### src/rtl/ifw_params.svh
`ifndef IFW_PARAMS_SVH
`define IFW_PARAMS_SVH
`define IFW_OFS_PFLAG 12'h000
`define IFW_OFS_WFLAG 12'h004
`define IFW_OFS_WEDGE 12'h008
`define IFW_OFS_EN1 12'h00c
`define IFW_OFS_EN2 12'h010
`define IFW_OFS_VEC 12'h014
`define IFW_PFLAG_MASK 8'hcd
`define IFW_EN1_MASK 8'h20
`define IFW_EN1_WAKE_BIT 5
`define IFW_BIT_DT 7
`define IFW_BIT_AD 6
`define IFW_BIT_TFH 3
`define IFW_BIT_TFL 2
`define IFW_BIT_EC 0
`define IFW_WEDGE_RESET 8'h00
`define IFW_WAKE_VECTOR 8'h09
`define IFW_EXT_SOURCES 11
`define IFW_RESP_OKAY 2'b00
`define IFW_RESP_SLVERR 2'b10
`endif

### src/rtl/ifw_pkg.sv
package ifw_pkg;
	// Write channel progress of the bus slave.
	typedef enum logic [2:0] {
		IFW_W_IDLE = 3'b001,
		IFW_W_RESP = 3'b010,
		IFW_W_HOLD = 3'b100
	} ifw_wstate_t;
	typedef logic [7:0] ifw_byte_t;
endpackage

### src/rtl/ifw_evt_if.sv
`timescale 1ns/1ps
// Raw event strobes handed from the top to the flag register.
interface ifw_evt_if;
	logic [7:0] set_vec;
	logic [7:0] clr_vec;
	logic [7:0] flags;
	modport src (output set_vec, output clr_vec, input flags);
	modport dst (input set_vec, input clr_vec, output flags);
endinterface

### src/rtl/ifw_flag_reg.sv
`timescale 1ns/1ps
`include "ifw_params.svh"
// Up to eight sticky request flags (the bits set in IMPL) with write-zero clearing.
module ifw_flag_reg
	import ifw_pkg::*;
#(
	parameter logic [7:0] IMPL = 8'hff
) (
	input wire logic clk,
	input wire logic rst,
	ifw_evt_if.dst evt
);
	ifw_byte_t flag_reg;
	ifw_byte_t flag_next;

	// set wins clear: the event term is ORed after the clear so no request is lost.
	// ones ignored: only the clear vector can lower a bit, never raise it.
	assign flag_next = ((flag_reg & ~evt.clr_vec) | evt.set_vec) & IMPL;

	// flags reset clear; flags only fall on clear writes.
	always_ff @(posedge clk or posedge rst) begin
		if (rst) begin
			flag_reg <= 8'h00;
		end else begin
			flag_reg <= flag_next;
		end
	end
	assign evt.flags = flag_reg;

	a_set_beats_clear: assert property (@(posedge clk) disable iff (rst)
		(evt.set_vec != 8'h00) |=> ((flag_reg & $past(evt.set_vec & IMPL)) == $past(evt.set_vec & IMPL)))
		else $error("flag lost on set");
	a_flag_sticky: assert property (@(posedge clk) disable iff (rst)
		1'b1 |=> ((($past(flag_reg) & ~$past(evt.clr_vec)) & ~flag_reg) == 8'h00))
		else $error("flag fell without clear");
	a_no_sw_set: assert property (@(posedge clk) disable iff (rst)
		1'b1 |=> ((flag_reg & ~$past(flag_reg) & ~$past(evt.set_vec)) == 8'h00))
		else $error("flag rose without event");
	c_flag_cleared: cover property (@(posedge clk) disable iff (rst)
		(flag_reg != 8'h00) ##1 (flag_reg == 8'h00));
endmodule

### src/rtl/ifw_top.sv
`timescale 1ns/1ps
`include "ifw_params.svh"
// Request flags for peripheral events and wakeup pins, AXI4-Lite registers.
module ifw_top
	import ifw_pkg::*;
(
	input wire logic REF_CLK,
	input wire logic RST,
	input wire logic [11:0] S_AXI_AWADDR,
	input wire logic S_AXI_AWVALID,
	output logic S_AXI_AWREADY,
	input wire logic [31:0] S_AXI_WDATA,
	input wire logic [3:0] S_AXI_WSTRB,
	input wire logic S_AXI_WVALID,
	output logic S_AXI_WREADY,
	output logic [1:0] S_AXI_BRESP,
	output logic S_AXI_BVALID,
	input wire logic S_AXI_BREADY,
	input wire logic [11:0] S_AXI_ARADDR,
	input wire logic S_AXI_ARVALID,
	output logic S_AXI_ARREADY,
	output logic [31:0] S_AXI_RDATA,
	output logic [1:0] S_AXI_RRESP,
	output logic S_AXI_RVALID,
	input wire logic S_AXI_RREADY,
	input wire logic SLEEP_DIRECT,
	input wire logic DIRECT_TRANSFER_ON,
	input wire logic CONVERSION_IN_PROGRESS,
	input wire logic TIMER_F_16BIT,
	input wire logic [7:0] TIMER_F_HIGH_COUNT,
	input wire logic [7:0] TIMER_F_LOW_COUNT,
	input wire logic [7:0] TIMER_F_HIGH_COMPARE,
	input wire logic [7:0] TIMER_F_LOW_COMPARE,
	input wire logic EVENT_COUNT_16BIT,
	input wire logic EVENT_COUNT_HIGH_OVF,
	input wire logic EVENT_COUNT_LOW_OVF,
	input wire logic [7:0] WAKEUP_PIN,
	input wire logic [7:0] WAKEUP_PIN_SELECT,
	output logic IRQ,
	output logic WAKEUP_REQ,
	output logic PERIPH_REQ,
	output logic [7:0] WAKEUP_VECTOR
);
	// Write and read channel registers.
	ifw_wstate_t wst_reg;
	logic aw_got_reg;
	logic w_got_reg;
	logic [11:0] awaddr_reg;
	logic [31:0] wdata_reg;
	logic [3:0] wstrb_reg;
	logic [1:0] bresp_reg;
	logic arready_reg;
	logic rvalid_reg;
	logic [31:0] rdata_reg;
	logic [1:0] rresp_reg;
	// Software state, edge history and registered request outputs.
	ifw_byte_t wedge_reg;
	ifw_byte_t en1_reg;
	ifw_byte_t en2_reg;
	ifw_byte_t pin_prev_reg;
	logic pin_valid_reg;
	logic conv_prev_reg;
	logic sleep_prev_reg;
	logic irq_reg;
	logic wreq_reg;
	logic preq_reg;
	logic [7:0] vec_reg;

	ifw_evt_if pevt ();
	ifw_evt_if wevt ();

	// Decoded offset check, shared by read and write paths.
	function automatic logic is_mapped(input logic [11:0] a);
		is_mapped = (a == `IFW_OFS_PFLAG) || (a == `IFW_OFS_WFLAG) ||
			(a == `IFW_OFS_WEDGE) || (a == `IFW_OFS_EN1) ||
			(a == `IFW_OFS_EN2) || (a == `IFW_OFS_VEC);
	endfunction

	// A write commits once both address and data have been taken.
	wire aw_take = S_AXI_AWVALID && !aw_got_reg && (wst_reg == IFW_W_IDLE);
	wire w_take = S_AXI_WVALID && !w_got_reg && (wst_reg == IFW_W_IDLE);
	wire [11:0] wa = aw_got_reg ? awaddr_reg : S_AXI_AWADDR;
	wire [31:0] wd = w_got_reg ? wdata_reg : S_AXI_WDATA;
	wire [3:0] ws = w_got_reg ? wstrb_reg : S_AXI_WSTRB;
	wire wr_fire = (wst_reg == IFW_W_IDLE) && (aw_got_reg || aw_take) && (w_got_reg || w_take);
	wire wr_lane0 = wr_fire && ws[0];
	wire wr_pflag = wr_lane0 && (wa == `IFW_OFS_PFLAG);
	wire wr_wflag = wr_lane0 && (wa == `IFW_OFS_WFLAG);
	wire wr_wedge = wr_lane0 && (wa == `IFW_OFS_WEDGE);
	wire wr_en1 = wr_lane0 && (wa == `IFW_OFS_EN1);
	wire wr_en2 = wr_lane0 && (wa == `IFW_OFS_EN2);

	// Write channel handshake and response.
	always_ff @(posedge REF_CLK or posedge RST) begin
		if (RST) begin
			wst_reg <= IFW_W_IDLE;
			aw_got_reg <= 1'b0;
			w_got_reg <= 1'b0;
			awaddr_reg <= 12'h000;
			wdata_reg <= 32'h00000000;
			wstrb_reg <= 4'h0;
			bresp_reg <= `IFW_RESP_OKAY;
		end else begin
			unique case (wst_reg)
				IFW_W_IDLE: begin
					if (wr_fire) begin
						wst_reg <= IFW_W_RESP;
						aw_got_reg <= 1'b0;
						w_got_reg <= 1'b0;
						bresp_reg <= is_mapped(wa) ? `IFW_RESP_OKAY : `IFW_RESP_SLVERR;
					end else begin
						if (aw_take) begin
							aw_got_reg <= 1'b1;
							awaddr_reg <= S_AXI_AWADDR;
						end
						if (w_take) begin
							w_got_reg <= 1'b1;
							wdata_reg <= S_AXI_WDATA;
							wstrb_reg <= S_AXI_WSTRB;
						end
					end
				end
				IFW_W_RESP: begin
					if (S_AXI_BREADY) begin
						wst_reg <= IFW_W_HOLD;
					end
				end
				IFW_W_HOLD: begin
					wst_reg <= IFW_W_IDLE;
				end
				default: begin
					wst_reg <= IFW_W_IDLE;
				end
			endcase
		end
	end
	assign S_AXI_AWREADY = aw_take;
	assign S_AXI_WREADY = w_take;
	assign S_AXI_BVALID = (wst_reg == IFW_W_RESP);
	assign S_AXI_BRESP = bresp_reg;

	// Read mux; unused upper bits read as zero.
	wire [11:0] ra = S_AXI_ARADDR;
	wire [7:0] rd_byte =
		(ra == `IFW_OFS_PFLAG) ? pevt.flags :
		(ra == `IFW_OFS_WFLAG) ? wevt.flags :
		(ra == `IFW_OFS_WEDGE) ? wedge_reg :
		(ra == `IFW_OFS_EN1) ? en1_reg :
		(ra == `IFW_OFS_EN2) ? en2_reg :
		(ra == `IFW_OFS_VEC) ? `IFW_WAKE_VECTOR : 8'h00;
	wire ar_take = S_AXI_ARVALID && !arready_reg && !rvalid_reg;

	// Read channel: one cycle ready pulse, data valid on the same edge.
	always_ff @(posedge REF_CLK or posedge RST) begin
		if (RST) begin
			arready_reg <= 1'b0;
			rvalid_reg <= 1'b0;
			rdata_reg <= 32'h00000000;
			rresp_reg <= `IFW_RESP_OKAY;
		end else begin
			arready_reg <= ar_take;
			if (ar_take) begin
				rvalid_reg <= 1'b1;
				rdata_reg <= {24'h000000, rd_byte};
				rresp_reg <= is_mapped(ra) ? `IFW_RESP_OKAY : `IFW_RESP_SLVERR;
			end else if (S_AXI_RREADY) begin
				rvalid_reg <= 1'b0;
			end
		end
	end
	assign S_AXI_ARREADY = arready_reg;
	assign S_AXI_RVALID = rvalid_reg;
	assign S_AXI_RDATA = rdata_reg;
	assign S_AXI_RRESP = rresp_reg;

	// edge select reset; enables reset to 0.
	always_ff @(posedge REF_CLK or posedge RST) begin
		if (RST) begin
			wedge_reg <= `IFW_WEDGE_RESET;
			en1_reg <= 8'h00;
			en2_reg <= 8'h00;
		end else begin
			if (wr_wedge) wedge_reg <= wd[7:0];
			// reserved writes: reserved bits are masked off and hold zero.
			if (wr_en1) en1_reg <= wd[7:0] & `IFW_EN1_MASK;
			if (wr_en2) en2_reg <= wd[7:0] & `IFW_PFLAG_MASK;
		end
	end

	// Event history for edge detection.
	always_ff @(posedge REF_CLK or posedge RST) begin
		if (RST) begin
			pin_prev_reg <= 8'h00;
			pin_valid_reg <= 1'b0;
			conv_prev_reg <= 1'b0;
			sleep_prev_reg <= 1'b0;
		end else begin
			pin_prev_reg <= WAKEUP_PIN;
			pin_valid_reg <= 1'b1;
			conv_prev_reg <= CONVERSION_IN_PROGRESS;
			sleep_prev_reg <= SLEEP_DIRECT;
		end
	end

	// direct transfer: sleep pulse while transfer-on is set.
	wire ev_dt = SLEEP_DIRECT && !sleep_prev_reg && DIRECT_TRANSFER_ON;
	wire ev_ad = conv_prev_reg && !CONVERSION_IN_PROGRESS;
	wire hi_eq = (TIMER_F_HIGH_COUNT == TIMER_F_HIGH_COMPARE);
	wire lo_eq = (TIMER_F_LOW_COUNT == TIMER_F_LOW_COMPARE);
	// timer high match in 8-bit mode, high and low match together in 16-bit mode.
	wire ev_tfh = TIMER_F_16BIT ? (hi_eq && lo_eq) : hi_eq;
	// timer low match only in 8-bit mode.
	wire ev_tfl = !TIMER_F_16BIT && lo_eq;
	wire ev_ec = EVENT_COUNT_HIGH_OVF || (!EVENT_COUNT_16BIT && EVENT_COUNT_LOW_OVF);

	assign pevt.set_vec = {ev_dt, ev_ad, 2'b00, ev_tfh, ev_tfl, 1'b0, ev_ec};
	// clear by zero: a written 0 in lane 0 clears, a 1 does nothing.
	assign pevt.clr_vec = wr_pflag ? ~wd[7:0] : 8'h00;
	assign wevt.clr_vec = wr_wflag ? ~wd[7:0] : 8'h00;

	// wakeup sources: the eight pins here; the other three sit outside this block.
	// wakeup edges per pin, polarity chosen per bit.
	genvar gi;
	generate
		for (gi = 0; gi < 8; gi++) begin : g_wake
			wire rise = WAKEUP_PIN[gi] && !pin_prev_reg[gi];
			wire fall = !WAKEUP_PIN[gi] && pin_prev_reg[gi];
			assign wevt.set_vec[gi] = pin_valid_reg && WAKEUP_PIN_SELECT[gi] &&
				(wedge_reg[gi] ? rise : fall);
		end
	endgenerate

	ifw_flag_reg #(.IMPL(`IFW_PFLAG_MASK)) u_pflag (
		.clk(REF_CLK),
		.rst(RST),
		.evt(pevt)
	);
	ifw_flag_reg #(.IMPL(8'hff)) u_wflag (
		.clk(REF_CLK),
		.rst(RST),
		.evt(wevt)
	);

	// wakeup gate and per-source gates feed the requests.
	wire wake_on = en1_reg[`IFW_EN1_WAKE_BIT] && (wevt.flags != 8'h00);
	wire periph_on = ((pevt.flags & en2_reg) != 8'h00);

	// Registered request outputs; one cycle after the flag, which keeps outputs glitch free.
	always_ff @(posedge REF_CLK or posedge RST) begin
		if (RST) begin
			irq_reg <= 1'b0;
			wreq_reg <= 1'b0;
			preq_reg <= 1'b0;
			vec_reg <= 8'h00;
		end else begin
			wreq_reg <= wake_on;
			preq_reg <= periph_on;
			irq_reg <= wake_on || periph_on;
			// shared vector for every wakeup pin.
			vec_reg <= wake_on ? `IFW_WAKE_VECTOR : 8'h00;
		end
	end
	assign IRQ = irq_reg;
	assign WAKEUP_REQ = wreq_reg;
	assign PERIPH_REQ = preq_reg;
	assign WAKEUP_VECTOR = vec_reg;

	a_dt_sets_flag: assert property (@(posedge REF_CLK) disable iff (RST)
		ev_dt |=> pevt.flags[`IFW_BIT_DT])
		else $error("direct transfer flag missed");
	a_ad_sets_flag: assert property (@(posedge REF_CLK) disable iff (RST)
		$fell(CONVERSION_IN_PROGRESS) |=> pevt.flags[`IFW_BIT_AD])
		else $error("conversion flag missed");
	a_tfl_mode_only: assert property (@(posedge REF_CLK) disable iff (RST)
		(TIMER_F_16BIT && !pevt.flags[`IFW_BIT_TFL] && !wr_pflag) |=> !pevt.flags[`IFW_BIT_TFL])
		else $error("low timer flag set in 16-bit mode");
	a_tfh_match: assert property (@(posedge REF_CLK) disable iff (RST)
		(TIMER_F_16BIT && hi_eq && lo_eq) |=> pevt.flags[`IFW_BIT_TFH])
		else $error("high timer flag missed");
	a_ec_overflow: assert property (@(posedge REF_CLK) disable iff (RST)
		(!EVENT_COUNT_16BIT && EVENT_COUNT_LOW_OVF) |=> pevt.flags[`IFW_BIT_EC])
		else $error("counter flag missed");
	a_edge_polarity: assert property (@(posedge REF_CLK) disable iff (RST)
		(pin_valid_reg && WAKEUP_PIN_SELECT[0] && !wedge_reg[0] && $fell(WAKEUP_PIN[0]))
		|=> wevt.flags[0])
		else $error("falling wakeup edge missed");
	a_wake_gated: assert property (@(posedge REF_CLK) disable iff (RST)
		!en1_reg[`IFW_EN1_WAKE_BIT] && ((pevt.flags & en2_reg) == 8'h00) |=> !IRQ)
		else $error("request with sources disabled");
	a_wake_vector: assert property (@(posedge REF_CLK) disable iff (RST)
		wake_on |=> (WAKEUP_VECTOR == `IFW_WAKE_VECTOR))
		else $error("wrong wakeup vector");
	c_wake_irq: cover property (@(posedge REF_CLK) disable iff (RST) $rose(WAKEUP_REQ));
	c_periph_irq: cover property (@(posedge REF_CLK) disable iff (RST) $rose(PERIPH_REQ));
	c_write_done: cover property (@(posedge REF_CLK) disable iff (RST)
		S_AXI_BVALID && S_AXI_BREADY);
endmodule

### config.mk
export PLATFORM = sky130hd
export DESIGN_NAME = ifw_top
export DESIGN_NICKNAME = d
export VERILOG_FILES = /design/src/rtl/ifw_pkg.sv /design/src/rtl/ifw_evt_if.sv /design/src/rtl/ifw_flag_reg.sv /design/src/rtl/ifw_top.sv
export VERILOG_INCLUDE_DIRS = /design/src /design/src/rtl
export SDC_FILE = /design/constraint.sdc
export NUM_CORES = 1
export LEC_CHECK = 0
export ABC_AREA = 1
export BUFFER_PORTS_ARGS = -buffer_cell sky130_fd_sc_hd__buf_4
export CAP_MARGIN = 5
export CORE_MARGIN = 2
export CORE_UTILIZATION = 40
export DETAILED_ROUTE_END_ITERATION = 7
export GPL_TIMING_DRIVEN = 0
export PLACE_DENSITY_LB_ADDON = 0.12
export SLEW_MARGIN = 10
export SYNTH_ARGS = -nofsm -noshare
export SYNTH_HDL_FRONTEND = slang
export SYNTH_HIERARCHICAL = 1
export SYNTH_SLANG_ARGS = --single-unit
### constraint.sdc
create_clock -name REF_CLK -period 1.8 [get_ports REF_CLK]
set_input_delay 0.27 -clock REF_CLK [delete_from_list [all_inputs] [get_ports REF_CLK]]
set_output_delay 0.27 -clock REF_CLK [all_outputs]
set_load 0.05 [all_outputs]
==> results of run 1 <==
==> power breakdown <==
group          switching, W  leakage, nW  internal, W
Clock              0.000711        0.147      0.00124
Sequential         0.000204        0.972      0.00214
Combinational       0.00174         2.37     0.000913
Total               0.00266         3.49      0.00430
==> layout make-up <==
| type | count | share of cell area (%) |
|---|---|---|
| timing repair buffer | 124 | 15.2 |
| multi-input combinational | 434 | 34.3 |
| clock inverter | 5 | 1.30 |
| sequential | 79 | 31.2 |
| buffer | 49 | 5.69 |
| clock buffer | 10 | 3.77 |
| inverter | 94 | 5.67 |
| tap | 143 | 2.82 |
==> metrics by stage <==
step	cells	instance area, um2
2_1_floorplan	656	4820
3_3_place_gp	913	5860
3_5_place_dp	915	5910
4_1_cts	932	6260
5_1_grt	938	6340
6_report	938	6340
==> cells in the final DEF (no fill, tap or decap), types with 14 or more instances in the layout <==
cell type  count
nand2_1      174
buf_4        161
inv_1         91
dfrtp_1       78
nor2_1        44
nand3_1       38
conb_1        36
o21ai_0       26
nand4_1       21
xnor2_1       14
a21oi_1       14
==> worst paths after layout <==
kind | from | to | slack (ps) | cells past startpoint
max | wst_reg[0]$_DFFE_PP1P_ | S_AXI_WREADY | 50 | 3
min | SLEEP_DIRECT | sleep_prev_reg$_DFF_PP0_ | 50 | 1
max reg2reg | wst_reg[0]$_DFFE_PP1P_ | en2_reg[2]$_DFFE_PP0P_ | 70 | 8
min reg2reg | awaddr_reg[4]$_DFFE_PP0P_ | awaddr_reg[4]$_DFFE_PP0P_ | 470 | 2
max in group asynchronous | RST | wst_reg[0]$_DFFE_PP1P_ | 770 | 4
min in group asynchronous | RST | u_pflag/evt.flags[2]$_DFF_PP0_ | 430 | 3
==> critical path: stages (launching register included) <==
cell,delay (ps)
dfstp_2,570
nand4_1,200
nor2_4,160
buf_4,210
==> repair_timing <==
action | in CTS | in global routing
endpoints found under the hold margin | 26 | 0
resized for setup | 2 | 10
pin swaps | 1 | 5
gates cloned | 0 | 0
setup endpoints to repair | 1 | 15
setup buffers | 1 | 6
hold buffers | 1 | 0
==> layer usage <==
layer	share of wire, %	wire (um)	track usage, %	vias up
met3	5.5	638	4.32	15
met1	41	4740	22.5	2006
met5	0	0	0	-
met2	52	5990	32.5	111
li1	-	-	-	2207
met4	1.5	172	5.37	0
==> results_dict.tcl, run 1 <==
set metrics [dict create \
    status "complete, no violations" \
    ff_latch_area_um2 1980 \
    grt-ovfl-total 0 \
    hold_class "input port to register" \
    ys.warnings.count 6 \
    syn_area_um2 4680 \
    cts_sinks 79 \
    wl_per_cell_um 12.3 \
    drt_iter0_drc 156 \
    gp_congestion 0.915 \
    cts_tree "done" \
    fin_setup_tns_ps 0 \
    cp_data_required_time_ps 1530 \
    syn_to_final_growth_pct 35.3 \
    fin_skew_ps 10.5 \
    layout_setup_ws_ps 52.8 \
    drive_above_1_share_pct 28.2 \
    nets 913 \
    p_per_area_nw_per_um2 1100 \
    fin_crit_sh_pct 97.1 \
    die-height_um 112 \
    report.final.setup_viol 0 \
    start_kind "register" \
    die_w_um 112 \
    path_clk_slew_ps 60 \
    start_util_pct 41.0 \
    fill_cells 1110 \
    ant_nets 0 \
    drtPass1Iterations 4 \
    cts_buffers 9 \
    rows 39 \
    dp_slack_ps -3.83 \
    num_vias 4339 \
    diodes 0 \
    post-dp-hpwl_um 9090 \
    max-slew-margin-rel_pct 53.8 \
    dieArea_um2 12600 \
    fin_crit_ps 1750 \
    wl_um 11500 \
    timing.hold.ws_ps 48.2 \
    clkLatencyLatePin_ps 340 \
    grt_pass1_vias 4175 \
    drv_slew 0 \
    root_buffer "clkbuf_16" \
    clk_path_buf_depth 2 \
    grt_max_degree 31 \
    hold_viol 0 \
    placeableCoreArea_um2 11400 \
    drc 0 \
    power_leakage_nw 3.49 \
    syn_inst 623 \
    io_pins 174 \
    io_buffers 114 \
    fmax_mhz 572 \
    critical_path_class "register to output port" \
    largest_reg_flops 12 \
    antenna_found_initial 0 \
    vias_per_cell 4.63 \
    p_total_w 0.00696 \
    fin_util_pct 55.5 \
    grt_pass1_wl_um 18900 \
    grt_setup_unrepaired "true" \
    multi_input_area_um2 2170 \
    globalRouteTotalUtil_pct 18.4 \
    crit_fanout 3 \
    cts.htree.levels 3 \
    cp-end-kind "output port" \
    maxCapViolCount 0 \
    crit_arrival_ps 1480 \
    vdd_drop_max_mv 0.615 \
    post_synth.cell_area_avg_um2 7.52 \
    tightest_slew_ps 686 \
]
Power figures use the tool's default switching activity.
==> run 2, diff against run 1 <==
==> constraint.sdc (replaced) <==
create_clock -name REF_CLK -period 1.8 [get_ports REF_CLK]
set_input_delay 0.09 -clock REF_CLK [delete_from_list [all_inputs] [get_ports REF_CLK]]
set_output_delay 0.09 -clock REF_CLK [all_outputs]
set_load 0.05 [all_outputs]
==> run 2 against run 1 <==
Non-clock buffer count rose by 14. Count of clock-buffer cells in the layout fell by 1. Routed wire length rose by 0.21%. Worst setup slack improved by 33 ps. Sequential power barely moved. Sequential cell count did not move. Maximum frequency rose by 1.9%. Final cell count rose by 1.6%. Sequential share of layout area fell by 0.83 points. Final area rose by 2.7%. Register-to-register slack improved by 20 ps. Critical path depth rose by 6. Critical path type is now register to register. Largest power group unchanged.
==> results_dict.tcl, run 2 (synthesis gave the netlist of run 1 again) <==
set metrics [dict create \
    crit_arrival_ps 1940 \
    largest_reg_flops 12 \
    grt_max_degree 54 \
    grt_pass1_wl_um 19300 \
    cts_buffers 9 \
    fmax_mhz 583 \
    ant_nets 0 \
    dp_slack_ps 24.3 \
    wl_per_cell_um 12.1 \
    grt_setup_unrepaired "true" \
    vias_per_cell 4.56 \
    die-height_um 112 \
    r2r-end "u_wflag/evt.flags[1]$_DFF_PP0_" \
    layout_common_cells "nand2_1, buf_4, inv_1, dfrtp_1, nor2_1" \
    crit_chain "nand4_1 > nand2_2 > nand2_4 > nor2_8 > nand3_4 > nor2_1 > inv_1 > nand2_1 > nand2_1" \
    globalRouteTotalUtil_pct 18.8 \
    drc 0 \
    dieArea_um2 12600 \
    drtPass1Iterations 4 \
    start_util_pct 41.0 \
    wl_um 11600 \
    final_common_cell "nand2_1" \
    vdd_drop_max_mv 0.859 \
    power_leakage_nw 3.57 \
    critical_path_buf_inv_count 1 \
    fin_crit_ps 1710 \
    maxCapViolCount 0 \
    hold_class "input port to register" \
    grt_pass1_vias 4237 \
    layout_setup_ws_ps 86.0 \
    status "complete, no violations" \
    drt_iter0_drc 174 \
    placeableCoreArea_um2 11400 \
    cp.depth 9 \
    drv_slew 0 \
    clk_path_buf_depth 2 \
    fin_crit_sh_pct 95.2 \
    rows 39 \
    cp_data_required_time_ps 2020 \
    antenna_found_initial 0 \
    fill_cells 1124 \
    r2r-start "wst_reg[0]$_DFFE_PP1P_" \
    hold_viol 0 \
    gp_congestion 0.929 \
    r2r_slack_ps 90 \
    cts_tree "done" \
    die_w_um 112 \
    hold_path_startpoint "S_AXI_AWADDR[1]" \
    crit_slowest_cell "dfstp_2" \
    fin_setup_tns_ps 0 \
    timing.hold.ws_ps 20.1 \
    grt-ovfl-total 0 \
    num_vias 4343 \
    io_buffers 114 \
    cp-end-kind "register" \
    crit_path_frequent_cell "nand2_1" \
    path_clk_slew_ps 60 \
    root_buffer "clkbuf_16" \
    max_stage_delay_ps 560 \
    syn_to_final_growth_pct 39.0 \
    diodes 0 \
    p_per_area_nw_per_um2 1110 \
    max-slew-margin-rel_pct 50.2 \
    start_kind "register" \
    fin_skew_ps 8.08 \
    clkLatencyLatePin_ps 330 \
    report.final.setup_viol 0 \
    critical_path.top_delay_family "simple AND/OR/NAND/NOR gates" \
    post-dp-hpwl_um 8950 \
    io_pins 174 \
    tightest_slew_ps 740 \
    holdPathEnd "awaddr_reg[1]$_DFFE_PP0P_" \
    crit_fanout 8 \
    drive_above_1_share_pct 26.7 \
    nets 927 \
    cts_sinks 79 \
    critical_path_class "register to register" \
    worstRegToRegCells 9 \
    min_path_cells 3 \
    cts.htree.levels 3 \
]
-- run 2: cell types whose count changed in the layout (fill, tap and decap cells not counted), moves of 2 or more --
cell / previous run / this run
dlygate4sd3_1: 1 / 20
clkinv_4: 0 / 2
bufinv_16: 2 / 4
buf_4: 161 / 156
clkinvlp_4: 4 / 1
-- run 2: worst min-delay path, delay by kind of cell --
kind                   cells  cell delay (ps)
buffers and inverters      2              110
AO/OA/AOI/OAI              1              110
-- run 2: where the power goes --
part | switching [W] | internal, W | leakage [nW] | total (W)
clock | 0.000737 | 0.00150 | 0.176 | 0.00224
sequential | 0.000208 | 0.00214 | 0.972 | 0.00235
combinational | 0.00173 | 0.000913 | 2.42 | 0.00265
-- run 2: metal layers --
| metal | GRT usage [%] | routed length (um) |
|---|---|---|
| met1 | 23.4 | 4940 |
| met2 | 33.1 | 5880 |
| met3 | 4.05 | 619 |
| met4 | 5.28 | 123 |
| met5 | 0 | 0 |
-- run 2: timing repair --
action	in CTS	in global routing
pin swaps	0	3
setup endpoints to repair	1	14
setup buffers	0	3
endpoints found under the hold margin	47	0
gates resized for setup	1	6
hold buffers	20	0
-- run 2: final cells by class --
cell class	count	area, um2	share of cell area [%]
Clock buffer	9	225	3.46
Buffer	49	359	5.52
Timing Repair Buffer	138	1110	17.0
Sequential cell	79	1980	30.4
Tap cell	143	179	2.75
Inverter	94	358	5.50
Clock inverter	7	145	2.23
Multi-Input combinational cell	434	2160	33.1
-- run 2: through the flow --
stage / power, W / utilization [%] / instance area, um2 / std cells
5_1_grt: 0.00768 / 57.0 / 6510 / 953
2_1_floorplan: 0.00421 / - / 4820 / 656
3_5_place_dp: 0.00492 / 51.5 / 5890 / 914
4_1_cts: 0.00724 / 56.6 / 6460 / 950
6_report: 0.00724 / 57.0 / 6510 / 953
3_3_place_gp: 0.00484 / 51.3 / 5860 / 913
-- run 2: worst max path at each step --
stage / from / to / slack [ps]
final: wst_reg[0]$_DFFE_PP1P_ / u_wflag/evt.flags[1]$_DFF_PP0_ / 90
after global routing: wst_reg[0]$_DFFE_PP1P_ / u_wflag/evt.flags[5]$_DFF_PP0_ / -20
after detailed placement: wst_reg[0]$_DFFE_PP1P_ / u_wflag/evt.flags[5]$_DFF_PP0_ / 20
after global placement: RST / awaddr_reg[7]$_DFFE_PP0P_ / -920
after floorplan: wst_reg[0]$_DFFE_PP1P_ / awaddr_reg[11]$_DFFE_PP0P_ / 40
after CTS: wst_reg[0]$_DFFE_PP1P_ / S_AXI_AWREADY / 60
==> run 3, diff against run 2 <==
- SYNTH_HIERARCHICAL: 1 -> not set
==> run 3 against run 2 <==
The run now ends with hold timing, setup timing left. Total power decreased by 6.4%. Critical path type unchanged. Synthesized cell count decreased by 13%. Combinational power increased by 11%. Count of clock-buffer cells in the layout increased by 2. Sequential cell count unchanged. Core utilization increased by 3.8 points. Clock power decreased by 33%. Sequential share of layout area decreased by 0.36 points. Clock skew increased by 3.3 ps. Non-clock buffer count increased by 31. Via count decreased by 2.5%. Critical path depth decreased by 1.
==> results_dict.tcl, run 3 <==
set metrics [dict create \
    cp.depth 8 \
    synth.yosys.seq_area_share_pct 44.4 \
    vias_per_cell 4.70 \
    fin_crit_sh_pct 104 \
    synth.top_cell.area_share_pct 43.8 \
    cts.htree.levels 3 \
    max-slew-margin-rel_pct 58.2 \
    grt-ovfl-total 0 \
    cts_sinks 79 \
    cts_tree "done" \
    root_buffer "clkbuf_8" \
    nets 877 \
    critical_path.top_delay_family "simple AND/OR/NAND/NOR gates" \
    grt_max_degree 38 \
    drtPass1Iterations 4 \
    synth_area_leader_cell "dfrtp_1" \
    post_synth.cell_area_avg_um2 8.26 \
    syn_area_um2 4460 \
    placeableCoreArea_um2 10800 \
    synthFlopType "dfrtp_1" \
    diodes 0 \
    min_path_cells 3 \
    crit_fanout 7 \
    synth_top_cells_by_area "dfrtp_1, nand2_1, nand3_1, buf_4, inv_1" \
    synth_edf_count 0 \
    worstRegToRegCells 8 \
    drc 0 \
    ys_top_cells_by_count "nand2_1, dfrtp_1, nand3_1" \
    cp_data_required_time_ps 2030 \
    start_kind "register" \
    crit_arrival_ps 2100 \
    dieArea_um2 12000 \
    tightest_slew_ps 610 \
    syn_inst 540 \
    io_buffers 113 \
    layout_setup_ws_ps -65.6 \
    async_reset_ff_share_pct 100 \
    largest_reg_flops 12 \
    grt_pass1_wl_um 18200 \
    rows 38 \
    ys.warnings.count 0 \
    max_stage_delay_ps 540 \
    yosysMostFrequentCell "nand2_1" \
    drive_above_1_share_pct 34.7 \
    p_per_area_nw_per_um2 1030 \
    path_clk_slew_ps 80 \
    globalRouteTotalUtil_pct 19.6 \
    vdd_drop_max_mv 0.632 \
    hold_viol 1 \
    fin_crit_ps 1870 \
    timing.hold.ws_ps -2.55 \
    synth_cell_types 44 \
    io_pins 174 \
    drt_iter0_drc 165 \
    cp-end-kind "register" \
    status "complete, but fails checks" \
    drv_slew 0 \
    grt_setup_unrepaired "true" \
    ys_ff_latch 79 \
    crit_slowest_cell "dfstp_2" \
    power_leakage_nw 3.36 \
    dp_slack_ps -41.6 \
    final_common_cell "buf_4" \
    clkLatencyLatePin_ps 360 \
    fin_setup_tns_ps -802 \
    wl_per_cell_um 12.9 \
    die-height_um 110 \
    ant_nets 0 \
    final_cells 900 \
    crit_chain "inv_2 > nor3_4 > o221ai_4 > nor2_4 > nand3_4 > buf_4 > nand2_1 > o21ai_2" \
    p_total_w 0.00677 \
    fin_skew_ps 11.4 \
    fmax_mhz 536 \
    post-place-cells 826 \
    wl_um 11600 \
    clk_path_buf_depth 2 \
    maxCapViolCount 0 \
    syn_to_final_growth_pct 47.8 \
    start_util_pct 41.1 \
    hold_class "input port to register" \
    gp_congestion 0.798 \
    violations "hold timing, setup timing" \
    critical_path_buf_inv_count 2 \
    layout_common_cells "buf_4, nand2_1, dfrtp_1, inv_1, nand3_1" \
    critical_path_class "register to register" \
    post-dp-hpwl_um 8530 \
    report.final.setup_viol 26 \
    num_vias 4234 \
    die_w_um 110 \
    grt_pass1_vias 3902 \
    antenna_found_initial 0 \
    cts_buffers 9 \
]
-- run 3: cell count changes in the layout (fill, tap and decap cells not counted), sizes merged, moves of 4 or more --
cell	delta
nand2	-51
mux2i	+8
o21ai	+14
dlygate4sd3	+20
nand3	+16
inv	-38
o21a	-8
xnor2	-4
buf	+13
nor2	-16
nand4	-14
-- run 3: layer usage --
layer	up-vias	wire length [um]	share of wire, %	track usage, %
met5	-	0	0	0
met4	0	91	0.78	7.32
met3	9	706	6.1	3.02
met2	134	5650	49	32.5
met1	1969	5190	45	25.8
li1	2122	-	-	-
-- run 3: tightest hold or removal path, stage by stage --
cell and delay [ps]:
buf_4 100, inv_1 50, o21ai_1 60
-- run 3: final cells by class --
class / count / area (um2)
clock inverters: 5 / 81.3
clock buffers: 11 / 141
fillers: 985 / 4250
repair buffers: 173 / 1440
well taps: 140 / 175
plain buffers: 45 / 339
inverters: 58 / 226
multi-input cells: 389 / 2200
flip-flops and latches: 79 / 1980
-- run 3: path summary, 6_finish.rpt --
kind | startpoint | endpoint | slack, ps
hold reg to reg | wdata_reg[6]$_DFFE_PP0P_ | wdata_reg[6]$_DFFE_PP0P_ | 470
min in group asynchronous | RST | u_wflag.evt.flags[3]$_DFF_PP0_ | 300
setup reg to reg | wst_reg[0]$_DFFE_PP1P_ | wedge_reg[6]$_DFFE_PP0P_ | -70
max in group asynchronous | RST | wst_reg[0]$_DFFE_PP1P_ | 940
setup / recovery | wst_reg[0]$_DFFE_PP1P_ | wedge_reg[6]$_DFFE_PP0P_ | -70
hold / removal | S_AXI_AWADDR[10] | awaddr_reg[10]$_DFFE_PP0P_ | -3
-- run 3: logic make-up (layout without fill, tap and decap cells) --
logic type,after synthesis,in the layout,synth area share [%]
other,2,33,0.168
and+or+nand+nor,262,262,28.6
xor gates and xnor gates,14,14,2.75
muxes,9,9,2.02
AOI/OAI and AO/OA,71,71,9.93
DFF,79,79,44.4
buffers and inverters,103,292,12.1
-- run 3: timing repair --
item | 4_1_cts | 5_1_grt
resized for setup | 6 | 41
cloned | 0 | 1
setup endpoints to repair | 12 | 43
hold buffers | 40 | 0
endpoints found under the hold margin | 59 | 0
pin swaps | 1 | 25
setup buffers | 2 | 15
-- run 3: through the flow --
stage	util (%)	area (um2)
final	60.8	6590
after global placement	51.7	5610
after CTS	58.2	6310
after floorplan	-	4590
after detailed placement	52.1	5650
after global routing	60.8	6590
-- run 3: power by group --
group / internal (W) / switching (W)
logic: 0.00112 / 0.00182
registers: 0.00212 / 0.000216
clock network: 0.000820 / 0.000678
total: 0.00406 / 0.00271
